`src/hdl/mff_pkg.sv`:
```
package mff_pkg;

    // address match memory geometry
    localparam int          MATCH_ENTRIES = 16;
    localparam int          MATCH_IDX_W   = 4;
    localparam int          MAC_ADDR_W    = 48;

    // register byte offsets on the bus
    localparam logic [7:0]  OFS_CTRL      = 8'h00;
    localparam logic [7:0]  OFS_MATCH_SEL = 8'h04;
    localparam logic [7:0]  OFS_MATCH_LO  = 8'h08;
    localparam logic [7:0]  OFS_MATCH_HI  = 8'h0c;
    localparam logic [7:0]  OFS_MATCH_EN  = 8'h10;
    localparam logic [7:0]  OFS_RX_STAT   = 8'h14;
    localparam logic [7:0]  OFS_TX_STAT   = 8'h18;

    // control register fields
    localparam int          CTRL_W        = 6;
    localparam int          CTRL_PHYS     = 0;
    localparam int          CTRL_MULTI    = 1;
    localparam int          CTRL_BCAST    = 2;
    localparam int          CTRL_PROMISC  = 3;
    localparam int          CTRL_CRC_APP  = 4;
    localparam int          CTRL_RX_EN    = 5;
    localparam logic [5:0]  CTRL_RST      = 6'h10;

    // frame format
    localparam logic [5:0]  PRE_BITS      = 6'h3e;
    localparam logic [5:0]  HDR_BITS      = 6'h3f;
    localparam logic [5:0]  FCS_LAST      = 6'h1f;
    localparam logic [2:0]  BIT_LAST      = 3'h7;
    localparam logic [15:0] DA_END        = 16'h0006;
    localparam logic [15:0] SA_END        = 16'h000c;
    localparam logic [15:0] COUNT_MAX     = 16'hffff;

    // frame check sequence
    localparam logic [31:0] CRC_POLY      = 32'h04c11db7;
    localparam logic [31:0] CRC_PRESET    = 32'hffffffff;
    localparam logic [31:0] CRC_RESIDUE   = 32'hc704dd7b;

    localparam logic [1:0]  HTRANS_NONSEQ = 2'h2;

    typedef enum logic [1:0] {TX_IDLE, TX_PRE, TX_DATA, TX_FCS} mff_tx_state_type;
    typedef enum logic {RX_HUNT, RX_DATA} mff_rx_state_type;

    typedef struct packed {
        logic       last;
        logic [7:0] data;
    } mff_tx_byte_type;

    typedef struct packed {
        logic        bcast;
        logic        mcast;
        logic        accept;
        logic        crc_ok;
        logic [15:0] bytes;
    } mff_rx_status_type;

    typedef struct packed {
        logic crc_bad;
        logic monitored_bad_flag;
    } mff_tx_status_type;

    function automatic logic [31:0] mff_crc_step(input logic [31:0] c, input logic d);
        mff_crc_step = {c[30:0], 1'b0} ^ ((c[31] ^ d) ? CRC_POLY : 32'h00000000);
    endfunction

endpackage

```
`src/hdl/mff_top.sv`:
```
// The implementer's own choices: the placing of the registers and the AHB-Lite slave port.
`timescale 1ns/1ps
// Summary of operation
// - transmit 62 alternating preamble bits starting with one, before delimiter.
// - receive aligns bytes after two consecutive ones following the preamble.
// - destination first-byte lsb zero means individual (physical) address.
// - physical frames accepted only on full match with a stored entry, unless promiscuous.
// - first-byte lsb one means multicast; accepted only on exact entry match.
// - all-ones destination is broadcast, meant for every node.
// - promiscuous mode accepts every physical-address frame regardless of entries.
// - control register selects physical, multicast, broadcast, promiscuous acceptance.
// - while transmitting, check looped source address and looped frame CRC in the same cycle at frame end.
// - unmatched looped source address sets monitored bad flag in transmit status.
// - length/type field passes through untouched and drives no decision.
// - no padding; exactly the bytes offered are sent.
// - oversize received frames are neither rejected nor flagged.
// - frames up to 64k bytes pass both ways.
// - 32-bit CRC computed over the frame and appended on transmit.
// - CRC uses the standard 802.3 degree-32 generator polynomial.
// - CRC append is software selectable.
// - CRC checked on normal receive and on self-received transmit frames.
// - frame good when CRC register holds the fixed residue after last bit.
// - byte count of the whole received frame is reported.
// - preamble, delimiter and optional FCS are generated here, not by host.
// - preamble and delimiter stripped on receive; CRC bytes kept with frame.
// - link carries serial NRZ bits with bit clocks; no Manchester here.
module mff_top
    import mff_pkg::*;
(
    // clock and reset
    input  logic              REF_CLK_I,
    input  logic              RESET_I,
    // ahb-lite register slave
    input  logic              HSEL_I,
    input  logic [31:0]       HADDR_I,
    input  logic [1:0]        HTRANS_I,
    input  logic              HWRITE_I,
    input  logic [2:0]        HSIZE_I,
    input  logic [31:0]       HWDATA_I,
    input  logic              HREADY_I,
    output logic [31:0]       HRDATA_O,
    output logic              HREADYOUT_O,
    output logic              HRESP_O,
    // transmit byte stream
    input  mff_tx_byte_type   TX_BYTE_I,
    input  logic              TX_VALID_I,
    output logic              TX_READY_O,
    output logic              TX_BUSY_O,
    output logic              TX_DONE_O,
    output mff_tx_status_type TX_STATUS_O,
    // receive byte stream
    output logic [7:0]        RX_DATA_O,
    output logic              RX_VALID_O,
    output logic              RX_DONE_O,
    output mff_rx_status_type RX_STATUS_O,
    // line encoder/decoder link
    input  logic              LINK_TXC_I,
    output logic              LINK_TXD_O,
    output logic              LINK_TXEN_O,
    input  logic              LINK_RXC_I,
    input  logic              LINK_RXD_I,
    input  logic              LINK_CRS_I
);

    logic [2:0]              txc_s;
    logic [2:0]              rxc_s;
    logic [1:0]              rxd_s;
    logic [2:0]              crs_s;
    logic                    tx_edge;
    logic                    rx_edge;
    logic                    rx_bit;
    logic                    crs_fall;

    logic [CTRL_W-1:0]       ctrl_q;
    logic [MATCH_IDX_W-1:0]  match_sel_q;
    logic [MATCH_ENTRIES-1:0] match_en_q;
    logic [MAC_ADDR_W-1:0]   match_mem_q [MATCH_ENTRIES];
    logic                    ah_wr_q;
    logic [7:0]              ah_addr_q;
    logic [31:0]             rdata_q;
    logic [31:0]             rdata_d;
    logic                    ah_sel;

    mff_tx_state_type        tx_state_q;
    logic [5:0]              tx_cnt_q;
    logic [7:0]              tx_sh_q;
    logic                    tx_last_q;
    logic [31:0]             tx_crc_q;
    logic                    tx_txd_q;
    logic                    tx_txen_q;
    logic                    tx_start;
    logic                    tx_take;
    logic                    mon_q;

    mff_rx_state_type        rx_state_q;
    logic                    rx_prev_q;
    logic                    rx_pre_q;
    logic [2:0]              rx_bitc_q;
    logic [7:0]              rx_sh_q;
    logic [31:0]             rx_crc_q;
    logic [15:0]             rx_count_q;
    logic [MAC_ADDR_W-1:0]   rx_da_q;
    logic [MAC_ADDR_W-1:0]   rx_sa_q;
    logic [7:0]              rx_data_q;
    logic                    rx_valid_q;
    logic                    rx_end;
    logic [7:0]              rx_byte;

    logic [MATCH_ENTRIES-1:0] da_hit_v;
    logic [MATCH_ENTRIES-1:0] sa_hit_v;
    logic                    da_bcast;
    logic                    da_mcast;
    logic                    rx_accept;

    mff_rx_status_type       rx_stat_q;
    mff_tx_status_type       tx_stat_q;
    logic                    rx_done_q;
    logic                    tx_done_q;

    // link pins come from the bit clocks' domains; only stage two onward is read
    always_ff @(posedge REF_CLK_I) begin
        if (RESET_I) begin
            txc_s <= 3'h0;
            rxc_s <= 3'h0;
            rxd_s <= 2'h0;
            crs_s <= 3'h0;
        end else begin
            txc_s <= {txc_s[1:0], LINK_TXC_I};
            rxc_s <= {rxc_s[1:0], LINK_RXC_I};
            rxd_s <= {rxd_s[0], LINK_RXD_I};
            crs_s <= {crs_s[1:0], LINK_CRS_I};
        end
    end

    assign tx_edge  = txc_s[1] & ~txc_s[2];
    assign rx_edge  = rxc_s[1] & ~rxc_s[2];
    assign rx_bit   = rxd_s[1];
    assign crs_fall = ~crs_s[1] & crs_s[2];

    // ---------------- register slave ----------------
    assign ah_sel      = HSEL_I & (HTRANS_I == HTRANS_NONSEQ) & HREADY_I;
    assign HREADYOUT_O = 1'b1;
    assign HRESP_O     = 1'b0;
    assign HRDATA_O    = rdata_q;

    always_ff @(posedge REF_CLK_I) begin
        if (RESET_I) begin
            ah_wr_q   <= 1'b0;
            ah_addr_q <= 8'h00;
            rdata_q   <= 32'h00000000;
        end else begin
            ah_wr_q   <= ah_sel & HWRITE_I;
            ah_addr_q <= HADDR_I[7:0];
            if (ah_sel & ~HWRITE_I) begin
                rdata_q <= rdata_d;
            end
        end
    end

    always_comb begin
        case (HADDR_I[7:0])
            OFS_CTRL:      rdata_d = {26'h0000000, ctrl_q};
            OFS_MATCH_SEL: rdata_d = {28'h0000000, match_sel_q};
            OFS_MATCH_LO:  rdata_d = match_mem_q[match_sel_q][31:0];
            OFS_MATCH_HI:  rdata_d = {16'h0000, match_mem_q[match_sel_q][47:32]};
            OFS_MATCH_EN:  rdata_d = {16'h0000, match_en_q};
            OFS_RX_STAT:   rdata_d = {12'h000, rx_stat_q};
            OFS_TX_STAT:   rdata_d = {30'h00000000, tx_stat_q};
            default:       rdata_d = 32'h00000000;
        endcase
    end

    always_ff @(posedge REF_CLK_I) begin
        if (RESET_I) begin
            ctrl_q      <= CTRL_RST;
            match_sel_q <= '0;
            match_en_q  <= '0;
        end else if (ah_wr_q) begin
            case (ah_addr_q)
                OFS_CTRL:      ctrl_q      <= HWDATA_I[CTRL_W-1:0];
                OFS_MATCH_SEL: match_sel_q <= HWDATA_I[MATCH_IDX_W-1:0];
                OFS_MATCH_EN:  match_en_q  <= HWDATA_I[MATCH_ENTRIES-1:0];
                default: ;
            endcase
        end
    end

    // entries hold the first address byte in bits 7:0
    always_ff @(posedge REF_CLK_I) begin
        if (RESET_I) begin
            for (int i = 0; i < MATCH_ENTRIES; i++) begin
                match_mem_q[i] <= '0;
            end
        end else if (ah_wr_q && ah_addr_q == OFS_MATCH_LO) begin
            match_mem_q[match_sel_q][31:0] <= HWDATA_I;
        end else if (ah_wr_q && ah_addr_q == OFS_MATCH_HI) begin
            match_mem_q[match_sel_q][47:32] <= HWDATA_I[15:0];
        end
    end

    // ---------------- address matching ----------------
    for (genvar i = 0; i < MATCH_ENTRIES; i++) begin : g_match
        assign da_hit_v[i] = match_en_q[i] & (match_mem_q[i] == rx_da_q);
        assign sa_hit_v[i] = match_en_q[i] & (match_mem_q[i] == rx_sa_q);
    end

    assign da_bcast = &rx_da_q;
    assign da_mcast = rx_da_q[0] & ~da_bcast;
    // a broadcast also has lsb one, so it is kept out of the multicast branch
    assign rx_accept = ctrl_q[CTRL_RX_EN] & (
        (da_bcast & ctrl_q[CTRL_BCAST]) |
        (~rx_da_q[0] & (ctrl_q[CTRL_PROMISC] | (ctrl_q[CTRL_PHYS] & |da_hit_v))) |
        (da_mcast & ctrl_q[CTRL_MULTI] & |da_hit_v));

    // ---------------- transmit ----------------
    assign tx_start   = tx_edge & (tx_state_q == TX_IDLE) & TX_VALID_I;
    assign tx_take    = tx_edge & (tx_state_q == TX_DATA) & (tx_cnt_q[2:0] == 3'h0) & TX_VALID_I;
    assign TX_READY_O = tx_take;
    assign TX_BUSY_O  = (tx_state_q != TX_IDLE) | mon_q;
    assign LINK_TXD_O  = tx_txd_q;
    assign LINK_TXEN_O = tx_txen_q;

    // the delimiter is the last two counts of the header, both ones
    always_ff @(posedge REF_CLK_I) begin
        if (RESET_I) begin
            tx_state_q <= TX_IDLE;
            tx_cnt_q   <= 6'h00;
            tx_sh_q    <= 8'h00;
            tx_last_q  <= 1'b0;
            tx_crc_q   <= CRC_PRESET;
            tx_txd_q   <= 1'b0;
            tx_txen_q  <= 1'b0;
        end else if (tx_edge) begin
            case (tx_state_q)
                TX_IDLE: begin
                    tx_txen_q <= 1'b0;
                    tx_txd_q  <= 1'b0;
                    if (TX_VALID_I) begin
                        tx_state_q <= TX_PRE;
                        tx_txen_q  <= 1'b1;
                        tx_txd_q   <= 1'b1;
                        tx_cnt_q   <= 6'h01;
                    end
                end
                TX_PRE: begin
                    tx_txd_q <= (tx_cnt_q >= PRE_BITS) | ~tx_cnt_q[0];
                    tx_cnt_q <= tx_cnt_q + 6'h01;
                    if (tx_cnt_q == HDR_BITS) begin
                        tx_state_q <= TX_DATA;
                        tx_cnt_q   <= 6'h00;
                        tx_crc_q   <= CRC_PRESET;
                    end
                end
                TX_DATA: begin
                    tx_cnt_q <= {3'h0, tx_cnt_q[2:0] + 3'h1};
                    if (tx_cnt_q[2:0] == 3'h0) begin
                        if (TX_VALID_I) begin
                            tx_txd_q  <= TX_BYTE_I.data[0];
                            tx_sh_q   <= TX_BYTE_I.data;
                            tx_last_q <= TX_BYTE_I.last;
                            tx_crc_q  <= mff_crc_step(tx_crc_q, TX_BYTE_I.data[0]);
                        end else begin
                            // underrun aborts the frame without an FCS
                            tx_state_q <= TX_IDLE;
                            tx_txen_q  <= 1'b0;
                            tx_txd_q   <= 1'b0;
                            tx_cnt_q   <= 6'h00;
                        end
                    end else begin
                        tx_txd_q <= tx_sh_q[tx_cnt_q[2:0]];
                        tx_crc_q <= mff_crc_step(tx_crc_q, tx_sh_q[tx_cnt_q[2:0]]);
                        if (tx_cnt_q[2:0] == BIT_LAST && tx_last_q) begin
                            tx_cnt_q   <= 6'h00;
                            tx_state_q <= ctrl_q[CTRL_CRC_APP] ? TX_FCS : TX_IDLE;
                        end
                    end
                end
                TX_FCS: begin
                    tx_txd_q <= ~tx_crc_q[31];
                    tx_crc_q <= {tx_crc_q[30:0], 1'b0};
                    tx_cnt_q <= tx_cnt_q + 6'h01;
                    if (tx_cnt_q == FCS_LAST) begin
                        tx_state_q <= TX_IDLE;
                        tx_cnt_q   <= 6'h00;
                    end
                end
                default: tx_state_q <= TX_IDLE;
            endcase
        end
    end

    // self-receive of our own frame is monitored, never delivered
    always_ff @(posedge REF_CLK_I) begin
        if (RESET_I) begin
            mon_q <= 1'b0;
        end else if (tx_start) begin
            mon_q <= 1'b1;
        end else if (rx_end && tx_state_q == TX_IDLE) begin
            mon_q <= 1'b0;
        end
    end

    // ---------------- receive ----------------
    assign rx_end  = crs_fall & (rx_state_q == RX_DATA);
    assign rx_byte = {rx_bit, rx_sh_q[7:1]};
    assign RX_DATA_O  = rx_data_q;
    assign RX_VALID_O = rx_valid_q;

    always_ff @(posedge REF_CLK_I) begin
        if (RESET_I) begin
            rx_state_q <= RX_HUNT;
            rx_prev_q  <= 1'b0;
            rx_pre_q   <= 1'b0;
            rx_bitc_q  <= 3'h0;
            rx_sh_q    <= 8'h00;
            rx_crc_q   <= CRC_PRESET;
            rx_count_q <= 16'h0000;
            rx_da_q    <= '0;
            rx_sa_q    <= '0;
            rx_data_q  <= 8'h00;
            rx_valid_q <= 1'b0;
        end else begin
            rx_valid_q <= 1'b0;
            if (crs_fall) begin
                rx_state_q <= RX_HUNT;
                rx_prev_q  <= 1'b0;
                rx_pre_q   <= 1'b0;
            end else if (rx_edge && crs_s[1]) begin
                case (rx_state_q)
                    RX_HUNT: begin
                        rx_prev_q <= rx_bit;
                        if (rx_prev_q && !rx_bit) begin
                            rx_pre_q <= 1'b1;
                        end
                        if (rx_prev_q && rx_bit && rx_pre_q) begin
                            rx_state_q <= RX_DATA;
                            rx_bitc_q  <= 3'h0;
                            rx_crc_q   <= CRC_PRESET;
                            rx_count_q <= 16'h0000;
                            rx_da_q    <= '0;
                            rx_sa_q    <= '0;
                        end
                    end
                    RX_DATA: begin
                        rx_sh_q   <= rx_byte;
                        rx_crc_q  <= mff_crc_step(rx_crc_q, rx_bit);
                        rx_bitc_q <= rx_bitc_q + 3'h1;
                        if (rx_bitc_q == BIT_LAST) begin
                            rx_data_q  <= rx_byte;
                            rx_valid_q <= ~mon_q & ctrl_q[CTRL_RX_EN];
                            // count saturates instead of flagging oversize
                            if (rx_count_q != COUNT_MAX) begin
                                rx_count_q <= rx_count_q + 16'h0001;
                            end
                            if (rx_count_q < DA_END) begin
                                rx_da_q <= {rx_byte, rx_da_q[47:8]};
                            end else if (rx_count_q < SA_END) begin
                                rx_sa_q <= {rx_byte, rx_sa_q[47:8]};
                            end
                        end
                    end
                    default: rx_state_q <= RX_HUNT;
                endcase
            end
        end
    end

    // frame end: looped frames report to transmit status, others to receive status
    always_ff @(posedge REF_CLK_I) begin
        if (RESET_I) begin
            rx_stat_q <= '0;
            tx_stat_q <= '0;
            rx_done_q <= 1'b0;
            tx_done_q <= 1'b0;
        end else begin
            rx_done_q <= 1'b0;
            tx_done_q <= 1'b0;
            if (rx_end && mon_q) begin
                tx_stat_q.monitored_bad_flag <= ~|sa_hit_v;
                tx_stat_q.crc_bad <= (rx_crc_q != CRC_RESIDUE);
                tx_done_q <= 1'b1;
            end else if (rx_end) begin
                rx_stat_q.bytes  <= rx_count_q;
                rx_stat_q.crc_ok <= (rx_crc_q == CRC_RESIDUE);
                rx_stat_q.accept <= rx_accept;
                rx_stat_q.mcast  <= da_mcast;
                rx_stat_q.bcast  <= da_bcast;
                rx_done_q <= ctrl_q[CTRL_RX_EN];
            end
        end
    end

    assign RX_DONE_O   = rx_done_q;
    assign RX_STATUS_O = rx_stat_q;
    assign TX_DONE_O   = tx_done_q;
    assign TX_STATUS_O = tx_stat_q;

endmodule // mff_top

```
`config.mk`:
```
export PLATFORM = sky130hd
export DESIGN_NAME = mff_top
export DESIGN_NICKNAME = d
export VERILOG_FILES = /design/src/hdl/mff_pkg.sv /design/src/hdl/mff_top.sv
export SDC_FILE = /design/constraint.sdc
export NUM_CORES = 2
export LEC_CHECK = 0
export BUFFER_PORTS_ARGS = -buffer_cell sky130_fd_sc_hd__buf_2
export CORE_MARGIN = 4
export CORE_UTILIZATION = 65
export DETAILED_ROUTE_END_ITERATION = 8
export PLACE_DENSITY_LB_ADDON = 0.2
export SLEW_MARGIN = 40
export SYNTH_ARGS = -nofsm -noshare
export SYNTH_HDL_FRONTEND = slang
export SYNTH_SLANG_ARGS = --single-unit
export TNS_END_PERCENT = 20
```
`constraint.sdc`:
```
create_clock -name REF_CLK_I -period 6.1 [get_ports REF_CLK_I]
set_input_delay 0.305 -clock REF_CLK_I [delete_from_list [all_inputs] [get_ports REF_CLK_I]]
set_output_delay 0.305 -clock REF_CLK_I [all_outputs]
set_load 0.03 [all_outputs]
```
==> results.tsv, run 1 <==
stage	metric	value	unit
place	gpl congestion	1.39	
place	DP Area	67400	sq um
run_status	Tool Error	[ERROR GRT-0116] Global routing finished with congestion. Check the congestion regions in the DRC Viewer.	
yosys	post-synthesis sequential area ratio	0.452	
global_route	vias in the first global route	60000	
yosys	count leader, synth	and2_1	
yosys	Synth area leaders	edfxtp_1 35%, dfxtp_1 9.9%, xnor2_1 9.6%	
clocking	CTS Buf Count	109	
clocking	Clock Sinks	1092	
die	Die Ht	325	microns
clocking	CTS HTree Levels	3	
clocking	root buf cell	clkbuf_16	
yosys	area leader, netlist	edfxtp_1	
yosys	synthesized area	65300	sq um
die	IO Pins	159	
die	Cell Rows	116	
die	die width	325	microns
global_route	All-Layer GR Usage	0.744	
place	HPWL Detailed	262000	microns
yosys	EDFF count, synth	768	
global_route	gr ovfl total	4	
place	buffers added on ports	129	
global_route	first-pass GRT wire length	535000	microns
yosys	top cells by count, synth	774 x and2_1, 768 x edfxtp_1, 718 x xnor2_1	
run_status	Halt Stage	5_1_grt	
yosys	syn_area_per_cell	10.9	sq um
yosys	Main synth FF type	edfxtp_1	
yosys	fraction of registers with async set/reset	0	
global_route	largest net degree at the start of global routing	121	
yosys	Synth Instances	5991	
yosys	Netlist cell types	65	
yosys	Synthesized Nets	6085	
yosys	Synth Warn #	0	
die	Initial Utilization	0.654	
yosys	share of Yosys cell area claimed by the top area cell type	0.353	
clocking	Clock Path Buffers	3	
run_status	status	did not finish	
yosys	#FFs+latches synth	1092	
-- metrics by stage --
stage / instances / setup slack, ns / hold WS [ns]
floorplan: 5991 / 3.64 / 0.414
global placement: 7130 / 2.19 / 0.437
detailed placement: 7131 / 2.30 / 0.431
CTS: 7354 / 2.26 / 0.0852
-- layer usage --
metal  GRT usage  GRT overflow
met5       0.415             0
met4       0.692             2
met3       0.606             0
met2       0.878             2
met1       0.770             0
-- timing repair --
item | in CTS
endpoints found under the hold margin | 27
buffers inserted | 0
hold buffers | 24
gates resized for setup | 0
-- logic make-up after synthesis --
group | synth area share
simple gates | 0.178
flops | 0.452
mux | 0.0850
fa+ha+maj | 0.00115
other cells | 0.000115
buf+inv | 0.0397
xor+xnor | 0.190
compound gates | 0.0541
==> inputs of run 2 (changes only) <==
--- a/config.mk
+++ b/config.mk
@@ -7,9 +7,9 @@
 export LEC_CHECK = 0
 export BUFFER_PORTS_ARGS = -buffer_cell sky130_fd_sc_hd__buf_2
 export CORE_MARGIN = 4
-export CORE_UTILIZATION = 65
+export CORE_UTILIZATION = 40
 export DETAILED_ROUTE_END_ITERATION = 8
-export PLACE_DENSITY_LB_ADDON = 0.2
+export PLACE_DENSITY_LB_ADDON = 0.15
 export SLEW_MARGIN = 40
 export SYNTH_ARGS = -nofsm -noshare
 export SYNTH_HDL_FRONTEND = slang
==> run 2 against run 1 <==
- the run now ends clean
- synthesized area unchanged
- synthesized cell count unchanged
==> results.tsv, run 2 <==
stage	metric	value	unit	change
run_status	status	finished clean		
timing	RSZ-0062 raised after global routing	false		
global_route	first-pass GRT wire length	536000	microns	
yosys	Synthesized Nets	6085		unchanged
timing	final hold vios	0		
worst_setup_path	startpoint types	register		
detailed_routing	Vias	56800		
global_route	initial antenna violation count	52		
clocking	Clock Path Buffers	3		unchanged
detailed_routing	Pre-Repair DR Iteration Count	9		
layout	max FFs per register	768		
detailed_routing	drt drc	0		
clocking	CTS Buf Count	131		+20%
clocking	post-CTS sizing	0		unchanged
power	Leakage	27.1	nW	
place	buffers added on ports	129		unchanged
yosys	syn_area_per_cell	10.9	sq um	unchanged
worst_hold_path	min-delay worst type	input port to register		
yosys	Netlist cell types	65		unchanged
yosys	share of Yosys cell area claimed by the top area cell type	0.353		unchanged
detailed_routing	Initial DRC Count	12100		
timing	Final Setup Violations	0		
place	gpl congestion	1.12		-19%
die	Die Ht	412	microns	+27%
layout	commonest non-fill, non-tap cells in the layout	773 x and2_1, 768 x edfxtp_1, 705 x xnor2_1		
layout	register area	29600	sq um	
worst_setup_path	Critical Path Fanout Max	10		
worst_setup_path	CP required	6.82	ns	
detailed_routing	antenna-violating nets left	0		
yosys	EDFF count, synth	768		unchanged
layout	commonest non-fill, non-tap cell in the layout	and2_1		
yosys	Synth Instances	5991		unchanged
place	HPWL Detailed	323000	microns	+23%
die	Initial Utilization	0.402		-0.252
global_route	vias in the first global route	50500		
clocking	worst skew pair latency	0.82	ns	
timing	final worst path period need	4.38	ns	
timing	Final Skew	0.0512	ns	
worst_setup_path	Critical Path End Type	register		
timing	fin crit share	0.719		
global_route	gr ovfl total	0		
clocking	CTS HTree Levels	4		+1
clocking	Post-CTS Setup Inserts	0		unchanged
worst_setup_path	kind of critical path	register to register		
timing	Slew headroom	0.254		
die	die width	412	microns	+27%
layout	top flop regs	match_mem_q x768, rx_da_q x48, rx_sa_q x48		
layout	Fill cells	15300		
timing	setup_tns	0	ns	
power	total power	18.0	mW	
yosys	Main synth FF type	edfxtp_1		
global_route	All-Layer GR Usage	0.491		
clocking	CTS clk-pin slew, worst paths	0.06	ns	
die	die area	170000	sq um	
timing	Slew Limit Fails	0		
power	worst vdd ir	0.000308	V	
clocking	CTS tree	done		
worst_setup_path	critical path arrival	5.11	ns	
die	Cell Rows	148		+28%
yosys	post-synthesis sequential area ratio	0.452		unchanged
layout	area grow syn2layout	13.0	%	
yosys	fraction of registers with async set/reset	0		unchanged
layout	area of the multi-input gates	33700	sq um	
power	Pwr per Cell Area	243	nW/um^2	
yosys	top cells by count, synth	774 x and2_1, 768 x edfxtp_1, 718 x xnor2_1		
clocking	root buf cell	clkbuf_16		
job	MaxCap Viol Count	0		
layout	final net count	6118		
die	placeable core region	163000	sq um	
die	IO Pins	159		unchanged
layout	Top reg by flops	match_mem_q		
detailed_routing	Avg WL per Cell	51.4	microns	
layout	share of cells above drive strength 1	0.156		
yosys	count leader, synth	and2_1		
timing	FMAX	228	MHz	
global_route	largest net degree at the start of global routing	143		
yosys	#FFs+latches synth	1092		unchanged
yosys	Synth area leaders	edfxtp_1 35%, dfxtp_1 9.9%, xnor2_1 9.6%		
timing	Worst-Margin Slew	1.11	ns	
worst_setup_path	reg2reg start	rx_da_q[45]		
detailed_routing	Vias/cell	6.81		
yosys	synthesized area	65300	sq um	unchanged
worst_setup_path	crit path from	rx_da_q[45]		
yosys	area leader, netlist	edfxtp_1		
clocking	Clock Sinks	1092		unchanged
yosys	Synth Warn #	0		unchanged
worst_hold_path	min-delay src	HWDATA_I[1]		
detailed_routing	Routed WL	428000	microns	
## run 2: worst max-delay path, stage by stage (launching register included)
cell,delay [ns]
dfxtp_1,0.95
buf_4,0.42
xnor2_1,0.38
nand4_1,0.17
nor4_1,0.49
nand2_1,0.24
o41ai_1,0.49
buf_4,0.24
nor4_1,0.11
a41oi_1,0.61
a211o_1,0.18
## run 2: through the flow
stage               area (sq um)  hold WS (ns)  setup slack (ns)  instances   util
floorplan                  65300         0.414              3.64       5991      -
global route               73800        0.0427              1.99       8307  0.454
detailed placement         69000         0.431              2.15       8041  0.424
global placement           68700         0.430              1.85       8038  0.423
finish                     73800        0.0594              1.72       8329  0.454
CTS                        73600       0.00419              2.10       8302  0.452
## run 2: what timing repair did
item / 4_1_cts / 5_1_grt
hold buffers: 25 / 0
setup endpoints to repair: 0 / 0
endpoints found under the hold margin: 38 / 0
## run 2: power breakdown
| group | switching [mW] | leakage (nW) | internal, mW |
|---|---|---|---|
| clock network | 3.45 | 2.13 | 4.73 |
| logic | 0.831 | 14.5 | 0.358 |
| registers | 0.504 | 10.6 | 8.10 |
## run 2: layout make-up
type | instances | area share
Clock inverter | 55 | 0.00829
Timing Repair Buffer | 410 | 0.0408
Inverter | 111 | 0.00564
Multi-Input combinational cell | 4278 | 0.456
Tap cell | 2175 | 0.0369
Antenna cell | 27 | 0.000915
Clock buffer | 181 | 0.0506
Sequential cell | 1092 | 0.401
## run 2: worst paths after layout
kind / end / slack, ns / cells after the start
min: register / 0.06 / 3
max reg2reg: RX_STATUS_O[17] / 1.72 / 10
min reg2reg: txc_s[1] / 0.45 / 1
max: RX_STATUS_O[17] / 1.72 / 10
## run 2: cells by family after synthesis
logic type,synth area share
other cells,0.000115
buf+inv,0.0397
flops,0.452
xor+xnor,0.190
compound gates,0.0541
simple gates,0.178
fa+ha+maj,0.00115
mux,0.0850
## run 2: per-layer routing
layer  track usage  wire [microns]  vias up
li1              -               -    21400
met1         0.647          167000    28900
met2         0.618          157000     5447
met3         0.297           76200     1014
met4         0.245           27200       22
met5        0.0164             518        -
Note: power is estimated with default switching activity, not from simulation.
